===== src/core/msr_consts.svh =====
`ifndef MSR_CONSTS_SVH
`define MSR_CONSTS_SVH
// Notes on behaviour
// - Operation bit 0 sets when a single zeroing or calibration run begins.
// - Combined zero-and-calibrate query sets the calibrating bit as zeroing begins.
// - Calibrating bit clears once the zeroing or calibration run finishes.
// - Operation bit 4 is high while a measurement runs, low after.
// - Operation bit 5 sets entering wait-for-trigger, clears entering idle.
// - Operation bit 10 is high only while sensor calibration memory is read.
// - Bit 11 follows lower-limit failure after each measurement; disabled or pass clears.
// - Bit 12 follows upper-limit failure after each measurement; disabled or pass clears.
// - Device bits 1 and 2 show sensor attached on channel A and B.
// - Device bits 3 and 4 flag memory failure or front-and-rear double attach.
// - Device bits 5 and 6 set for rear connector, clear for front.
// - Key press sets device event bit 14 only; reading the event register clears it.
// - Transition filters never affect the key-press bit.
// - Operation-complete query queues ASCII 1 once all pending work completes.
// - Operation-complete command sets standard event bit 0 when work completes.
// - Status byte bit 5 summarises enabled standard events; enable 32 requests service.
// - Clear status or event status query clears the standard event register.
`define MSR_OP_CAL_BIT 0
`define MSR_OP_MEAS_BIT 4
`define MSR_OP_TRIG_BIT 5
`define MSR_OP_SENSE_BIT 10
`define MSR_OP_LOWER_BIT 11
`define MSR_OP_UPPER_BIT 12
`define MSR_OP_USED_MASK 16'h1C31
`define MSR_DEV_PRESENT_BIT 1
`define MSR_DEV_ERROR_BIT 3
`define MSR_DEV_REAR_BIT 5
`define MSR_DEV_KEY_BIT 14
`define MSR_DEV_USED_MASK 16'h407E
`define MSR_PTR_RESET 16'h7FFF
`define MSR_NTR_RESET 16'h0000
`define MSR_ENABLE_RESET 16'h0000
`define MSR_SER_RESET 8'h80
`define MSR_SER_OPC_BIT 0
`define MSR_SER_USED_MASK 8'hFD
`define MSR_STB_ESB_BIT 5
`define MSR_STB_RQS_BIT 6
`define MSR_STB_OPER_BIT 7
`define MSR_SRE_WRITE_MASK 8'hBF
`define MSR_ASCII_ONE 16'h0031
`endif


===== src/core/msr_pkg.sv =====
package msr_pkg;

    // Host commands as they arrive from the command parser.
    typedef enum logic [4:0] {
        MSR_CMD_NOP          = 5'b00000,
        MSR_CMD_OPER_COND_Q  = 5'b00001,
        MSR_CMD_OPER_EVENT_Q = 5'b00010,
        MSR_CMD_OPER_ENA_W   = 5'b00011,
        MSR_CMD_OPER_PTR_W   = 5'b00100,
        MSR_CMD_OPER_NTR_W   = 5'b00101,
        MSR_CMD_DEV_COND_Q   = 5'b00110,
        MSR_CMD_DEV_EVENT_Q  = 5'b00111,
        MSR_CMD_DEV_ENA_W    = 5'b01000,
        MSR_CMD_DEV_PTR_W    = 5'b01001,
        MSR_CMD_DEV_NTR_W    = 5'b01010,
        MSR_CMD_CLS          = 5'b01011,
        MSR_CMD_ESE_W        = 5'b01100,
        MSR_CMD_ESR_Q        = 5'b01101,
        MSR_CMD_SRE_W        = 5'b01110,
        MSR_CMD_STB_Q        = 5'b01111,
        MSR_CMD_OPC          = 5'b10000,
        MSR_CMD_OPC_Q        = 5'b10001,
        MSR_CMD_SPOLL        = 5'b10010,
        MSR_CMD_ESE_Q        = 5'b10011,
        MSR_CMD_SRE_Q        = 5'b10100
    } msr_cmd_t;

endpackage


===== src/core/msr_status.sv =====
`timescale 1ns/1ps
`include "msr_consts.svh"
module msr_status (
    // Clock and reset
    input wire logic clk_sys_i,
    input wire logic rst_i,
    // Host commands
    input wire logic cmd_valid_i,
    input wire msr_pkg::msr_cmd_t cmd_code_i,
    input wire logic [15:0] cmd_data_i,
    input wire logic dev_clear_i,
    // Host answers and output queue
    output logic rsp_valid_o,
    output logic [15:0] rsp_data_o,
    // Calibration engine
    input wire logic zero_start_i,
    input wire logic cal_start_i,
    input wire logic cal_all_start_i,
    input wire logic cal_done_i,
    // Measurement and trigger engine
    input wire logic meas_active_i,
    input wire logic meas_done_i,
    input wire logic lower_fail_i,
    input wire logic upper_fail_i,
    input wire logic trig_wait_enter_i,
    input wire logic trig_idle_enter_i,
    input wire logic sensor_mem_read_i,
    input wire logic ops_busy_i,
    input wire logic [7:0] std_error_i,
    // Sensor and panel pins
    input wire logic [1:0] sensor_front_i,
    input wire logic [1:0] sensor_rear_i,
    input wire logic [1:0] sensor_mem_fail_i,
    input wire logic key_press_i,
    // Status view
    output logic [15:0] oper_cond_o,
    output logic [15:0] dev_cond_o,
    output logic [7:0] status_byte_o,
    output logic srq_o
);
    import msr_pkg::*;

    ////////////////////////////////////////////////////////////////////////////////

    // True when any enabled bit of a register is set.
    function automatic logic any_masked(input logic [15:0] value, input logic [15:0] mask);
        any_masked = |(value & mask);
    endfunction

    // True when a valid command carries the given code.
    function automatic logic cmd_is(input logic valid, input msr_cmd_t code, input msr_cmd_t want);
        cmd_is = valid && (code == want);
    endfunction

    ////////////////////////////////////////////////////////////////////////////////

    logic calibrating;
    logic waiting_trig;
    logic lower_fail;
    logic upper_fail;
    logic [1:0] front_lvl;
    logic [1:0] rear_lvl;
    logic [1:0] mem_fail_lvl;
    logic key_lvl;
    logic key_prev;
    logic key_event;
    logic [15:0] oper_cond;
    logic [15:0] dev_cond;
    logic [15:0] dev_direct;
    logic [15:0] oper_event;
    logic [15:0] oper_enable;
    logic [15:0] dev_event;
    logic [15:0] dev_enable;
    logic oper_summary;
    logic dev_summary;
    logic [7:0] ser;
    logic [7:0] ese;
    logic [7:0] sre;
    logic [7:0] next_ser;
    logic [7:0] ser_set;
    logic [7:0] stb_base;
    logic mss;
    logic mss_prev;
    logic rqs;
    logic opc_armed;
    logic opc_q_wait;
    logic pending;
    logic opc_fire;
    logic opc_reply;
    logic query_hit;
    logic [15:0] query_data;
    logic cal_begin;

    ////////////////////////////////////////////////////////////////////////////////
    // Command decode.

    wire cmd_oper_cond_q = cmd_is(cmd_valid_i, cmd_code_i, MSR_CMD_OPER_COND_Q);
    wire cmd_oper_event_q = cmd_is(cmd_valid_i, cmd_code_i, MSR_CMD_OPER_EVENT_Q);
    wire cmd_oper_ena_w = cmd_is(cmd_valid_i, cmd_code_i, MSR_CMD_OPER_ENA_W);
    wire cmd_oper_ptr_w = cmd_is(cmd_valid_i, cmd_code_i, MSR_CMD_OPER_PTR_W);
    wire cmd_oper_ntr_w = cmd_is(cmd_valid_i, cmd_code_i, MSR_CMD_OPER_NTR_W);
    wire cmd_dev_cond_q = cmd_is(cmd_valid_i, cmd_code_i, MSR_CMD_DEV_COND_Q);
    wire cmd_dev_event_q = cmd_is(cmd_valid_i, cmd_code_i, MSR_CMD_DEV_EVENT_Q);
    wire cmd_dev_ena_w = cmd_is(cmd_valid_i, cmd_code_i, MSR_CMD_DEV_ENA_W);
    wire cmd_dev_ptr_w = cmd_is(cmd_valid_i, cmd_code_i, MSR_CMD_DEV_PTR_W);
    wire cmd_dev_ntr_w = cmd_is(cmd_valid_i, cmd_code_i, MSR_CMD_DEV_NTR_W);
    wire cmd_cls = cmd_is(cmd_valid_i, cmd_code_i, MSR_CMD_CLS);
    wire cmd_ese_w = cmd_is(cmd_valid_i, cmd_code_i, MSR_CMD_ESE_W);
    wire cmd_esr_q = cmd_is(cmd_valid_i, cmd_code_i, MSR_CMD_ESR_Q);
    wire cmd_sre_w = cmd_is(cmd_valid_i, cmd_code_i, MSR_CMD_SRE_W);
    wire cmd_stb_q = cmd_is(cmd_valid_i, cmd_code_i, MSR_CMD_STB_Q);
    wire cmd_opc = cmd_is(cmd_valid_i, cmd_code_i, MSR_CMD_OPC);
    wire cmd_opc_q = cmd_is(cmd_valid_i, cmd_code_i, MSR_CMD_OPC_Q);
    wire cmd_spoll = cmd_is(cmd_valid_i, cmd_code_i, MSR_CMD_SPOLL);
    wire cmd_ese_q = cmd_is(cmd_valid_i, cmd_code_i, MSR_CMD_ESE_Q);
    wire cmd_sre_q = cmd_is(cmd_valid_i, cmd_code_i, MSR_CMD_SRE_Q);

    ////////////////////////////////////////////////////////////////////////////////
    // Pin inputs.

    // Presence, connector and memory-fail lines are mechanical, so each one is filtered.
    msr_sync #(
        .W(7)
    ) u_pin_sync (
        .clk_sys_i(clk_sys_i),
        .rst_i(rst_i),
        .pin_i({key_press_i, sensor_mem_fail_i, sensor_rear_i, sensor_front_i}),
        .level_o({key_lvl, mem_fail_lvl, rear_lvl, front_lvl})
    );

    assign key_event = key_lvl & ~key_prev;

    ////////////////////////////////////////////////////////////////////////////////
    // Operation condition bits.

    // A combined zero-and-calibrate run raises the bit at its zeroing start.
    assign cal_begin = zero_start_i | cal_start_i | cal_all_start_i;

    always_comb begin
        oper_cond = '0;
        oper_cond[`MSR_OP_CAL_BIT] = calibrating;
        oper_cond[`MSR_OP_MEAS_BIT] = meas_active_i;
        oper_cond[`MSR_OP_TRIG_BIT] = waiting_trig;
        oper_cond[`MSR_OP_SENSE_BIT] = sensor_mem_read_i;
        oper_cond[`MSR_OP_LOWER_BIT] = lower_fail;
        oper_cond[`MSR_OP_UPPER_BIT] = upper_fail;
        oper_cond = oper_cond & `MSR_OP_USED_MASK;
    end

    always_ff @(posedge clk_sys_i) begin
        if (rst_i) begin
            calibrating <= 1'b0;
            waiting_trig <= 1'b0;
            lower_fail <= 1'b0;
            upper_fail <= 1'b0;
        end else begin
            // A start in the same cycle as a finish keeps the bit raised.
            calibrating <= cal_begin | (calibrating & ~cal_done_i);
            waiting_trig <= trig_wait_enter_i | (waiting_trig & ~trig_idle_enter_i);
            if (meas_done_i) begin
                lower_fail <= lower_fail_i;
                upper_fail <= upper_fail_i;
            end
        end
    end

    ////////////////////////////////////////////////////////////////////////////////
    // Device condition bits, one slice per channel.

    generate
        for (genvar ch = 0; ch < 2; ch++) begin : g_chan
            assign dev_cond[`MSR_DEV_PRESENT_BIT + ch] = front_lvl[ch] | rear_lvl[ch];
            assign dev_cond[`MSR_DEV_ERROR_BIT + ch] =
                mem_fail_lvl[ch] | (front_lvl[ch] & rear_lvl[ch]);
            assign dev_cond[`MSR_DEV_REAR_BIT + ch] = rear_lvl[ch];
        end
    endgenerate

    // Bit 0 and bits 7 up are unused; bit 14 has no condition source at all.
    assign dev_cond[0] = 1'b0;
    assign dev_cond[15:7] = 9'h000;

    // The key press enters the event register directly, bypassing the transition filters.
    assign dev_direct = {1'b0, key_event, 14'h0000};

    ////////////////////////////////////////////////////////////////////////////////
    // Status groups.

    msr_status_group u_oper_group (
        .clk_sys_i(clk_sys_i),
        .rst_i(rst_i),
        .cond_i(oper_cond),
        .direct_set_i(16'h0000),
        .wr_data_i(cmd_data_i & `MSR_OP_USED_MASK),
        .wr_enable_i(cmd_oper_ena_w),
        .wr_ptr_i(cmd_oper_ptr_w),
        .wr_ntr_i(cmd_oper_ntr_w),
        .rd_event_i(cmd_oper_event_q),
        .clear_i(cmd_cls),
        .event_o(oper_event),
        .enable_o(oper_enable),
        .summary_o(oper_summary)
    );

    msr_status_group u_dev_group (
        .clk_sys_i(clk_sys_i),
        .rst_i(rst_i),
        .cond_i(dev_cond),
        .direct_set_i(dev_direct),
        .wr_data_i(cmd_data_i & `MSR_DEV_USED_MASK),
        .wr_enable_i(cmd_dev_ena_w),
        .wr_ptr_i(cmd_dev_ptr_w),
        .wr_ntr_i(cmd_dev_ntr_w),
        .rd_event_i(cmd_dev_event_q),
        .clear_i(cmd_cls),
        .event_o(dev_event),
        .enable_o(dev_enable),
        .summary_o(dev_summary)
    );

    ////////////////////////////////////////////////////////////////////////////////
    // Operation complete and the standard event register.

    // Outstanding work: the overlapped engines plus whatever the parser still holds.
    assign pending = ops_busy_i | calibrating | meas_active_i;
    assign opc_fire = opc_armed & ~pending;

    always_comb begin
        ser_set = std_error_i;
        ser_set[`MSR_SER_OPC_BIT] = opc_fire;
        ser_set = ser_set & `MSR_SER_USED_MASK;
    end

    // Events raised in the clearing cycle are kept rather than lost.
    assign next_ser = (ser & ~{8{cmd_cls | cmd_esr_q}}) | ser_set;

    always_ff @(posedge clk_sys_i) begin
        if (rst_i) begin
            ser <= `MSR_SER_RESET;
            ese <= 8'h00;
            sre <= 8'h00;
            opc_armed <= 1'b0;
            opc_q_wait <= 1'b0;
        end else begin
            ser <= next_ser;
            if (cmd_ese_w) ese <= cmd_data_i[7:0];
            if (cmd_sre_w) sre <= cmd_data_i[7:0] & `MSR_SRE_WRITE_MASK;
            // Clear status idles the completion watch; device clear does not touch it.
            opc_armed <= cmd_opc | (opc_armed & ~opc_fire & ~cmd_cls);
            // Device clear empties the output queue, so a waiting reply is dropped.
            opc_q_wait <= ~dev_clear_i & (cmd_opc_q | (opc_q_wait & ~opc_reply));
        end
    end

    ////////////////////////////////////////////////////////////////////////////////
    // Status byte and service request.

    always_comb begin
        stb_base = 8'h00;
        stb_base[`MSR_STB_ESB_BIT] = any_masked({8'h00, ser}, {8'h00, ese});
        stb_base[`MSR_STB_OPER_BIT] = oper_summary;
    end

    assign mss = any_masked({8'h00, stb_base}, {8'h00, sre});

    always_ff @(posedge clk_sys_i) begin
        if (rst_i) begin
            mss_prev <= 1'b0;
            rqs <= 1'b0;
            key_prev <= 1'b0;
        end else begin
            mss_prev <= mss;
            key_prev <= key_lvl;
            // A fresh request in the polling cycle wins over the poll's clear.
            rqs <= (mss & ~mss_prev) | (rqs & ~cmd_spoll);
        end
    end

    ////////////////////////////////////////////////////////////////////////////////
    // Answers.

    assign query_hit = cmd_oper_cond_q | cmd_oper_event_q | cmd_dev_cond_q | cmd_dev_event_q |
        cmd_esr_q | cmd_stb_q | cmd_spoll | cmd_ese_q | cmd_sre_q;

    // A query answer takes the slot; the completion reply waits one more cycle.
    assign opc_reply = opc_q_wait & ~pending & ~query_hit;

    always_comb begin
        query_data = 16'h0000;
        if (cmd_oper_cond_q) query_data = oper_cond;
        if (cmd_oper_event_q) query_data = oper_event;
        if (cmd_dev_cond_q) query_data = dev_cond;
        if (cmd_dev_event_q) query_data = dev_event;
        if (cmd_esr_q) query_data = {8'h00, ser};
        if (cmd_stb_q) query_data = {8'h00, stb_base | {1'b0, mss, 6'h00}};
        if (cmd_spoll) query_data = {8'h00, stb_base | {1'b0, rqs, 6'h00}};
        if (cmd_ese_q) query_data = {8'h00, ese};
        if (cmd_sre_q) query_data = {8'h00, sre};
    end

    always_ff @(posedge clk_sys_i) begin
        if (rst_i) begin
            rsp_valid_o <= 1'b0;
            rsp_data_o <= 16'h0000;
        end else begin
            rsp_valid_o <= query_hit | opc_reply;
            if (query_hit) rsp_data_o <= query_data;
            else if (opc_reply) rsp_data_o <= `MSR_ASCII_ONE;
        end
    end

    ////////////////////////////////////////////////////////////////////////////////
    // Status view for the front panel and the bus interface.

    // Enable registers of the device group feed no summary bit in the status byte.
    assign oper_cond_o = oper_cond;
    assign dev_cond_o = dev_cond | {15'h0000, dev_summary & 1'b0} | (dev_enable & 16'h0000);
    assign status_byte_o = stb_base | {1'b0, rqs, 6'h00};
    assign srq_o = rqs;

    // The operation enable is consumed inside the group summary.
    wire unused_oper_enable = |oper_enable;

endmodule


===== src/core/msr_sync.sv =====
`timescale 1ns/1ps
module msr_sync #(
    parameter int W = 1
) (
    // Clock and reset
    input wire logic clk_sys_i,
    input wire logic rst_i,
    // Pin side
    input wire logic [W-1:0] pin_i,
    // Clean level
    output logic [W-1:0] level_o
);
    logic [W-1:0] stage1;
    logic [W-1:0] stage2;
    logic [W-1:0] stage3;
    logic [W-1:0] agree;

    // Only the second and third stages are compared, so a late stage-one flop never leaks out.
    assign agree = ~(stage2 ^ stage3);

    always_ff @(posedge clk_sys_i) begin
        if (rst_i) begin
            stage1 <= '0;
            stage2 <= '0;
            stage3 <= '0;
            level_o <= '0;
        end else begin
            stage1 <= pin_i;
            stage2 <= stage1;
            stage3 <= stage2;
            level_o <= (agree & stage3) | (~agree & level_o);
        end
    end
endmodule


===== src/core/msr_status_group.sv =====
`timescale 1ns/1ps
`include "msr_consts.svh"
module msr_status_group (
    // Clock and reset
    input wire logic clk_sys_i,
    input wire logic rst_i,
    // Condition and direct events
    input wire logic [15:0] cond_i,
    input wire logic [15:0] direct_set_i,
    // Register access
    input wire logic [15:0] wr_data_i,
    input wire logic wr_enable_i,
    input wire logic wr_ptr_i,
    input wire logic wr_ntr_i,
    input wire logic rd_event_i,
    input wire logic clear_i,
    // Results
    output logic [15:0] event_o,
    output logic [15:0] enable_o,
    output logic summary_o
);
    logic [15:0] prev_cond;
    logic [15:0] ptr;
    logic [15:0] ntr;
    logic [15:0] trans;
    logic [15:0] next_event;
    logic ev_clear;

    assign trans = (cond_i & ~prev_cond & ptr) | (~cond_i & prev_cond & ntr);
    assign ev_clear = rd_event_i | clear_i;
    // A new event in the clearing cycle survives the clear.
    assign next_event = (event_o & ~{16{ev_clear}}) | trans | direct_set_i;
    assign summary_o = |(event_o & enable_o);

    always_ff @(posedge clk_sys_i) begin
        if (rst_i) begin
            prev_cond <= '0;
            ptr <= `MSR_PTR_RESET;
            ntr <= `MSR_NTR_RESET;
            enable_o <= `MSR_ENABLE_RESET;
            event_o <= '0;
        end else begin
            prev_cond <= cond_i;
            event_o <= next_event;
            if (wr_ptr_i) ptr <= wr_data_i;
            if (wr_ntr_i) ntr <= wr_data_i;
            if (wr_enable_i) enable_o <= wr_data_i;
        end
    end
endmodule


===== config.mk =====
export PLATFORM = sky130hd
export DESIGN_NAME = msr_status
export DESIGN_NICKNAME = d
export VERILOG_FILES = /design/src/core/msr_pkg.sv /design/src/core/msr_status.sv /design/src/core/msr_sync.sv /design/src/core/msr_status_group.sv
export VERILOG_INCLUDE_DIRS = /design/src /design/src/core
export SDC_FILE = /design/constraint.sdc
export NUM_CORES = 1
export LEC_CHECK = 0
export ABC_AREA = 1
export BUFFER_PORTS_ARGS = -buffer_cell sky130_fd_sc_hd__buf_2
export CAP_MARGIN = 15
export CELL_PAD_IN_SITES_DETAIL_PLACEMENT = 0
export CELL_PAD_IN_SITES_GLOBAL_PLACEMENT = 1
export CORE_MARGIN = 10
export CORE_UTILIZATION = 30
export DETAILED_ROUTE_END_ITERATION = 6
export GPL_TIMING_DRIVEN = 1
export HOLD_SLACK_MARGIN = 0.03
export PLACE_DENSITY_LB_ADDON = 0.1
export SYNTH_ARGS = -nofsm -noshare
export SYNTH_HDL_FRONTEND = slang
export SYNTH_HIERARCHICAL = 1
export SYNTH_SLANG_ARGS = --single-unit

===== constraint.sdc =====
create_clock -name clk_sys_i -period 4.2 [get_ports clk_sys_i]
set_input_delay 0.84 -clock clk_sys_i [delete_from_list [all_inputs] [get_ports clk_sys_i]]
set_output_delay 0.84 -clock clk_sys_i [all_outputs]
set_load 0.02 [all_outputs]

# --- Word level (Yosys, flattened, before mapping) ---
# Index checks and enable logic that the tools add are counted.
op_classes:
  eq_ne: 19
  muxes: 11
  n_bitwise: 85
  n_reduce_logical: 23
op_table:
  columns: ["cell", "n"]
  rows:
  - ["$mux W16", 10]
  - ["$and A16 B16 Y16", 4]
  - ["$not A16 Y16", 4]
  - ["$or A16 B16 Y16", 4]
  - ["$and A16 B15 Y16", 3]
  - ["$reduce_or A16 Y1", 3]
  - ["$eq A5 B4 Y1 const B", 7]
  - ["$and A16 B13 Y16", 2]
  - ["$eq A5 B5 Y1 const B", 5]
  - ["$or A1 B1 Y1", 25]
  - ["$and A8 B8 Y8", 3]
  - ["$eq A5 B3 Y1 const B", 4]
  - ["$logic_and A1 B1 Y1", 19]
  - ["$and A13 B16 Y16", 1]
  - ["$and A7 B16 Y16", 1]
  - ["$not A13 Y16", 1]
  - ["$not A7 Y16", 1]
  - ["$or A16 B15 Y16", 1]
  - ["$or A8 B7 Y8", 2]
  - ["$and A1 B1 Y1", 14]
  - ["$and A7 B7 Y7", 2]
  - ["$not A7 Y7", 2]
  - ["$mux W13", 1]
  - ["$not A1 Y1", 11]
  - ["7 further kinds", 8]
word_totals:
  reg_bits: 190
  input_bits: 52
  output_inout_bits: 58
  wordCells: 167

# --- Longest topological paths before layout ---
# Gate-level depths: netlist (run 1).
logic_depth:
  depth_word: 16
  ltp_mapped: 12
  mapped_depth_nobuf: 12

# --- Cells and area by module ---
# Netlist (run 1), hierarchy kept.
by_module_without_submodules:
  columns: ["mod", "n_inst", "cells_each", "area_each_um2", "seq_area_each_um2"]
  rows:
  - ["msr_status_group", 2, 441, 3225.6, 1601.5]
  - ["msr_status", 1, 451, 2916.5, 980.9]
  - ["msr_sync", 1, 94, 840.8, 560.5]

# --- Worst setup path before layout (run 1) ---
# Ideal clock, no wire load.
synth_path:
  path_type: "input to register"
  from: "input cmd_code_i[1]"
  to: "register, netlist name u_dev_group/enable_o[14]"
  setup_ps: 112
  arrival_ps: 2156
  required_time_ps: 4088
  path_slack_ps: 1932
  cell_stages: 7
  path_buffers: 1
  cell_sequence: "nor2_1 inv_1 nor3_1 inv_2 buf_6 nor2_2 nor2_2"
synth_rtl:
  columns: ["element", "line_no", "text"]
  rows:
  - ["start, declared", "msr_status.sv:9", "input wire msr_pkg::msr_cmd_t cmd_code_i,"]

==> results.txt, run 1 <==
----------------------------------------------------
[Placed design]
  Detailed-placement wirelength estimate ... 19,700 um
  Final RePlAce weighted congestion ... 0.778
  Number of buffers inserted by port buffering ... 78
  Placement-stage cell area ... 10,400 um^2

[CTS]
  # Post-CTS Setup Buffers ... 0
  CTS tree ... done
  Clock-pin slew on the worst setup and hold paths ... 0.06 ns
  TritonCTS buffer count ... 28
  Number of gates resized after CTS ... 0
  Number of levels in the clock H-tree ... 1
  Clock tree sinks ... 221
  Hold buffer count at CTS ... 0
  Deepest clock path buffer count ... 3
  Clock network latency to the later pin of the worst-skew pair ... 0.54 ns
  Cell at the root of the clock tree ... clkbuf_16

[Logic synthesis]
  Post-Synthesis Cell Area ... 9460 um^2
  Mean area per synthesized cell ... 7.15 um^2
  Warning count from the yosys run ... 6
  Synthesized netlist cell count ... 1,323

[STA]
  Worst slew pin tran ... 0.908 ns
  Relative slew slack ... 0.395
  Number of setup violations in the final report ... 0
  Fin. Hold Viols ... 0
  Achievable frequency ... 377 MHz
  Shortest period the worst path allows ... 2.65 ns
  Layout Skew ... 0.0151 ns
  Ratio of final minimum period to clock period ... 0.632
  RSZ-0062 raised after global routing ... no
  Final Max Tran Viols ... 0
  Setup TNS Final ... 0 ns

[Detailed routing]
  Average vias per placed instance ... 4.12
  DRC violation total after the first TritonRoute iteration ... 359
  First drt pass iteration count ... 5
  Detailed Route WL ... 28,400 um
  Count of vias placed by the detailed router ... 7,927
  Final antenna-violating net count ... 0
  Drt drc ... 0
  Average detailed-routed wire length per instance ... 14.7 um

[Final layout]
  Number of fill cells in the layout ... 3,307
  Register area ... 4420 um^2
  Most frequent standard cell in the layout excluding fill and tap cells ... nand2_1
  Net count, final ... 1,560
  Multi-input logic area ... 4450 um^2
  Relative area change from synthesis to final layout ... 19.6%
  Commonest cells after routing, fill and taps aside ... nand2_1 (324), nor2_1 (265), dfxtp_1 (221), conb_1 (144), inv_1 (133)
  Final std cell area, no fill ... 11,300 um^2
  Proportion of layout cells with a drive suffix above 1 ... 0.121
  Number of inserted diodes ... 0

[Min path]
  Worst Min Path Start ... u_pin_sync/stage1[0]
  Classification of the worst-slack hold path ... reg -> reg

[Global route]
  Vias in the first global route ... 7,657
  Total grt overflow ... 0
  Total GRT Usage ... 0.145
  Wire length of the first global-routing pass ... 44,800 um
  Antenna violations before repair ... 0
  Largest net degree at the start of global routing ... 54

[Power and ir drop]
  Lkg Pwr ... 5.48 nW
  Power Dens Cells ... 436 nW/um^2
  Worst-case vdd ir drop ... 0.000285 V

[Floorplanning]
  Core Area ... 30,800 um^2
  IO Pins ... 110
  Die Y-Extent ... 198 um
  DIE AREA ... 39,000 um^2
  FP Rows ... 64
  Initial Utilization ... 0.307
  Die width ... 198 um

[Critical path]
  Worst R2R Start ... calibrating
  Kind of start point of the critical path ... flip-flop
  Data arrival time of the critical path ... 1.81 ns
  Cell with the largest stage delay on the worst path ... dfxtp_1
  Cell Chain, Critical Path ... inv_1, o21bai_1, buf_2
  Critical path fanouts, max ... 7
  Critical Setup Path Class ... reg -> out
  CP endpoint kind ... output pin
  Critical path required time ... 3.36 ns
  Slowest stage delay, CP ... 0.51 ns

[Run status]
  Result of the run ... finished, final reports clean

[Job]
  Total of max-cap violations ... 0

----------------------------------------------------
-- per-layer routing --
layer  vias to the layer above  wire (um)  share of wire  global-route usage
met5                         -          0              0                   0
met4                         0        509          0.018              0.0305
met3                        32       1040          0.037              0.0257
met2                       115      12200           0.43               0.227
met1                      3476      14700           0.52               0.204
li1                       4304          -              -                   -
-- worst max-delay path, delay by kind of cell, from the launching register on --
| kind | cells | cell delay, ns |
|---|---|---|
| flops | 1 | 0.51 |
| buf+inv | 2 | 0.36 |
| compound gates | 1 | 0.42 |
-- through the flow --
stage          worst slack (ns)  hold slack [ns]   util  std cells  total power [mW]
2_1_floorplan              2.14            0.388      -       1466              2.50
3_3_place_gp               1.45            0.390  0.337       1874              2.59
3_5_place_dp               1.44            0.394  0.337       1874              2.59
4_1_cts                    1.48            0.402  0.367       1925              5.02
5_1_grt                    1.40            0.415  0.367       1925              5.16
6_report                   1.55            0.401  0.367       1925              4.94
-- area by class of cell --
cell class	count	area share
multi-input combinational	1023	0.393
sequential	221	0.391
clock buffer	42	0.0755
inverter	147	0.0488
tap	396	0.0438
timing repair buffer	87	0.0407
clock inverter	9	0.00675
-- report_power, final --
part | switching, mW | internal [mW] | leakage (nW) | total (mW)
logic | 0.228 | 0.0989 | 3.21 | 0.326
clock network | 0.939 | 1.46 | 0.463 | 2.40
registers | 0.0497 | 2.17 | 1.81 | 2.22
-- state kept, by name, summed over array words and instances (netlist names), 7 cells and up, named ones only --
| register | flops |
|---|---|
| ser | 8 |
| u_oper_group/enable_o | 16 |
| u_oper_group/ptr | 16 |
| u_dev_group/ntr | 16 |
| sre | 7 |
| ese | 8 |
| u_oper_group/event_o | 16 |
| u_pin_sync/stage2 | 7 |
| u_dev_group/ptr | 16 |
| u_dev_group/event_o | 16 |
| u_oper_group/ntr | 16 |
| u_pin_sync/stage1 | 7 |
| u_dev_group/prev_cond | 16 |
| u_pin_sync/stage3 | 7 |
| u_oper_group/prev_cond | 16 |
| rsp_data_o | 16 |
-- path summary, 6_finish.rpt --
check / slack, ns / endpoint / cells after the start
worst max-delay path: 1.55 / dev_cond_o[4] / 3
worst min-delay path: 0.40 / u_pin_sync/stage2[0] / 2
worst max register to register: 2.37 / rsp_data_o[15] / 7
worst min register to register: 0.40 / u_pin_sync/stage2[0] / 2
Note: power is estimated with default switching activity, not from simulation.
==> inputs of run 2 (changes only) <==
Settings changed: ABC_AREA 1 to 0.
Clock period 4.2 ns to 2.5 ns, I/O delays scaled along.
==> run 2 against run 1 <==
Core utilization increased by 1.1 points. Sequential share of layout area is 0.060 points lower. Flip-flop and latch count stayed put. Via count down 14%. Register-to-register slack lost 1.9 ns. First-iteration DRC count shrank 13%. Combinational power is 57% higher. Critical endpoint is now status_byte_o[7].
==> results.txt, run 2 <==
----------------------------------------------------
[Detailed routing]
  Detailed Route WL ... 24,600 um
  Final antenna-violating net count ... 0
  DRC violation total after the first TritonRoute iteration ... 312
  Average vias per placed instance ... 4.44
  Count of vias placed by the detailed router ... 6,810
  Drt drc ... 0
  First drt pass iteration count ... 6
  Average detailed-routed wire length per instance ... 16.0 um

[Final layout]
  Final cell count without fillers ... 1,535
  Number of inserted diodes ... 0
  Most frequent standard cell in the layout excluding fill and tap cells ... dfxtp_1
  Utilization after layout ... 0.378
  Commonest cells after routing, fill and taps aside ... dfxtp_1 (221), conb_1 (164), nor2_1 (84), buf_2 (77), nor2b_1 (73)
  Relative area change from synthesis to final layout ... 23.4%
  Net count, final ... 1,177
  Proportion of layout cells with a drive suffix above 1 ... 0.182

[Critical path]
  Count of cells along the worst register-to-register path ... 7
  Data arrival time of the critical path ... 1.87 ns
  Kind of start point of the critical path ... flip-flop
  Critical Setup Path Class ... reg -> out
  CP endpoint kind ... output pin
  Critical path required time ... 2.00 ns
  Critical path fanouts, max ... 4

[Job]
  Total of max-cap violations ... 0

[Placed design]
  Worst setup slack after placement ... 0.280 ns
  Number of buffers inserted by port buffering ... 78
  Detailed-placement wirelength estimate ... 16,900 um
  Final RePlAce weighted congestion ... 0.800
  Placed insts ... 1,486

[CTS]
  # Post-CTS Setup Buffers ... 0
  Clock network latency to the later pin of the worst-skew pair ... 0.53 ns
  Hold buffer count at CTS ... 0
  Number of levels in the clock H-tree ... 1
  Deepest clock path buffer count ... 3
  CTS tree ... done
  TritonCTS buffer count ... 27
  Clock-pin slew on the worst setup and hold paths ... 0.06 ns
  Cell at the root of the clock tree ... clkbuf_16
  Clock tree sinks ... 221

[Global route]
  Antenna violations before repair ... 0
  Largest net degree at the start of global routing ... 61
  Total GRT Usage ... 0.124
  Wire length of the first global-routing pass ... 38,800 um
  Vias in the first global route ... 6,644
  Total grt overflow ... 0

[STA]
  Layout Skew ... 0.0151 ns
  Final Max Tran Viols ... 0
  Shortest period the worst path allows ... 2.37 ns
  Post-layout worst setup margin ... 0.127 ns
  Relative slew slack ... 0.553
  Ratio of final minimum period to clock period ... 0.949
  Number of setup violations in the final report ... 0
  Fin. Hold Viols ... 0
  Worst slew pin tran ... 0.668 ns
  Setup TNS Final ... 0 ns
  RSZ-0062 raised after global routing ... no
  Achievable frequency ... 421 MHz
  Tightest hold margin ... 0.134 ns

[Floorplanning]
  Die Y-Extent ... 195 um
  Core Area ... 30,000 um^2
  Initial Utilization ... 0.307
  FP Rows ... 63
  IO Pins ... 110
  DIE AREA ... 38,000 um^2
  Die width ... 195 um

[Logic synthesis]
  Synthesized netlist cell count ... 909
  Post-Synthesis Cell Area ... 9180 um^2
  Mean area per synthesized cell ... 10.1 um^2
  Warning count from the yosys run ... 6

[Min path]
  Classification of the worst-slack hold path ... in -> reg
  Worst hold path depth ... 2

[Power and ir drop]
  Lkg Pwr ... 4.45 nW
  Worst-case vdd ir drop ... 0.000443 V
  Power Dens Cells ... 736 nW/um^2

[Run status]
  Result of the run ... finished, final reports clean

----------------------------------------------------
## run 2: power breakdown
part           internal [mW]  total [mW]  leakage, nW  switching (mW)
Clock                   2.61        4.11        0.470            1.50
Sequential              3.63        3.72         1.81          0.0849
Combinational          0.196       0.512         2.17           0.316
Total                   6.44        8.34         4.45            1.90
## run 2: final timing paths
path / from / to / slack (ns)
setup / recovery: u_oper_group/event_o[12] / status_byte_o[7] / 0.13
hold / removal: dev_clear_i / opc_q_wait / 0.13
setup reg to reg: u_oper_group/event_o[12] / rsp_data_o[6] / 0.49
hold reg to reg: u_pin_sync/stage1[5] / u_pin_sync/stage2[5] / 0.43
## run 2: per-layer routing
metal	track usage	wire length (um)	vias up
li1	-	-	3496
met1	0.168	11800	3163
met2	0.195	11100	116
met3	0.0250	1060	35
met4	0.0372	616	0
met5	0	0	-
## run 2: critical path, stage by stage (launching register included)
cell and delay [ns]:
dfxtp_1 0.34, a22o_1 0.28, a221oi_1 0.25, nand4_1 0.13
buf_4 0.18, buf_2 0.18
## run 2: cell type report
class	count	area, um^2
clock buffer	44	850
clock inverter	5	104
fill	3088	18600
inverter	12	45.0
multi-input combinational	753	4690
sequential	221	4420
tap	390	488
timing repair buffer	110	727
## run 2: timing repair
| item | in CTS | in global routing |
|---|---|---|
| setup endpoints to repair | 1 | 1 |
| resized for setup | 1 | 1 |
| gates cloned | 0 | 0 |
## run 2: metrics by stage
| step | cell area (um^2) | power (mW) |
|---|---|---|
| finish | 11300 | 8.34 |
| global route | 11300 | 8.68 |
| CTS | 11300 | 8.50 |
| detailed placement | 10400 | 4.31 |
| global placement | 10400 | 4.31 |
| floorplan | 9790 | 4.16 |
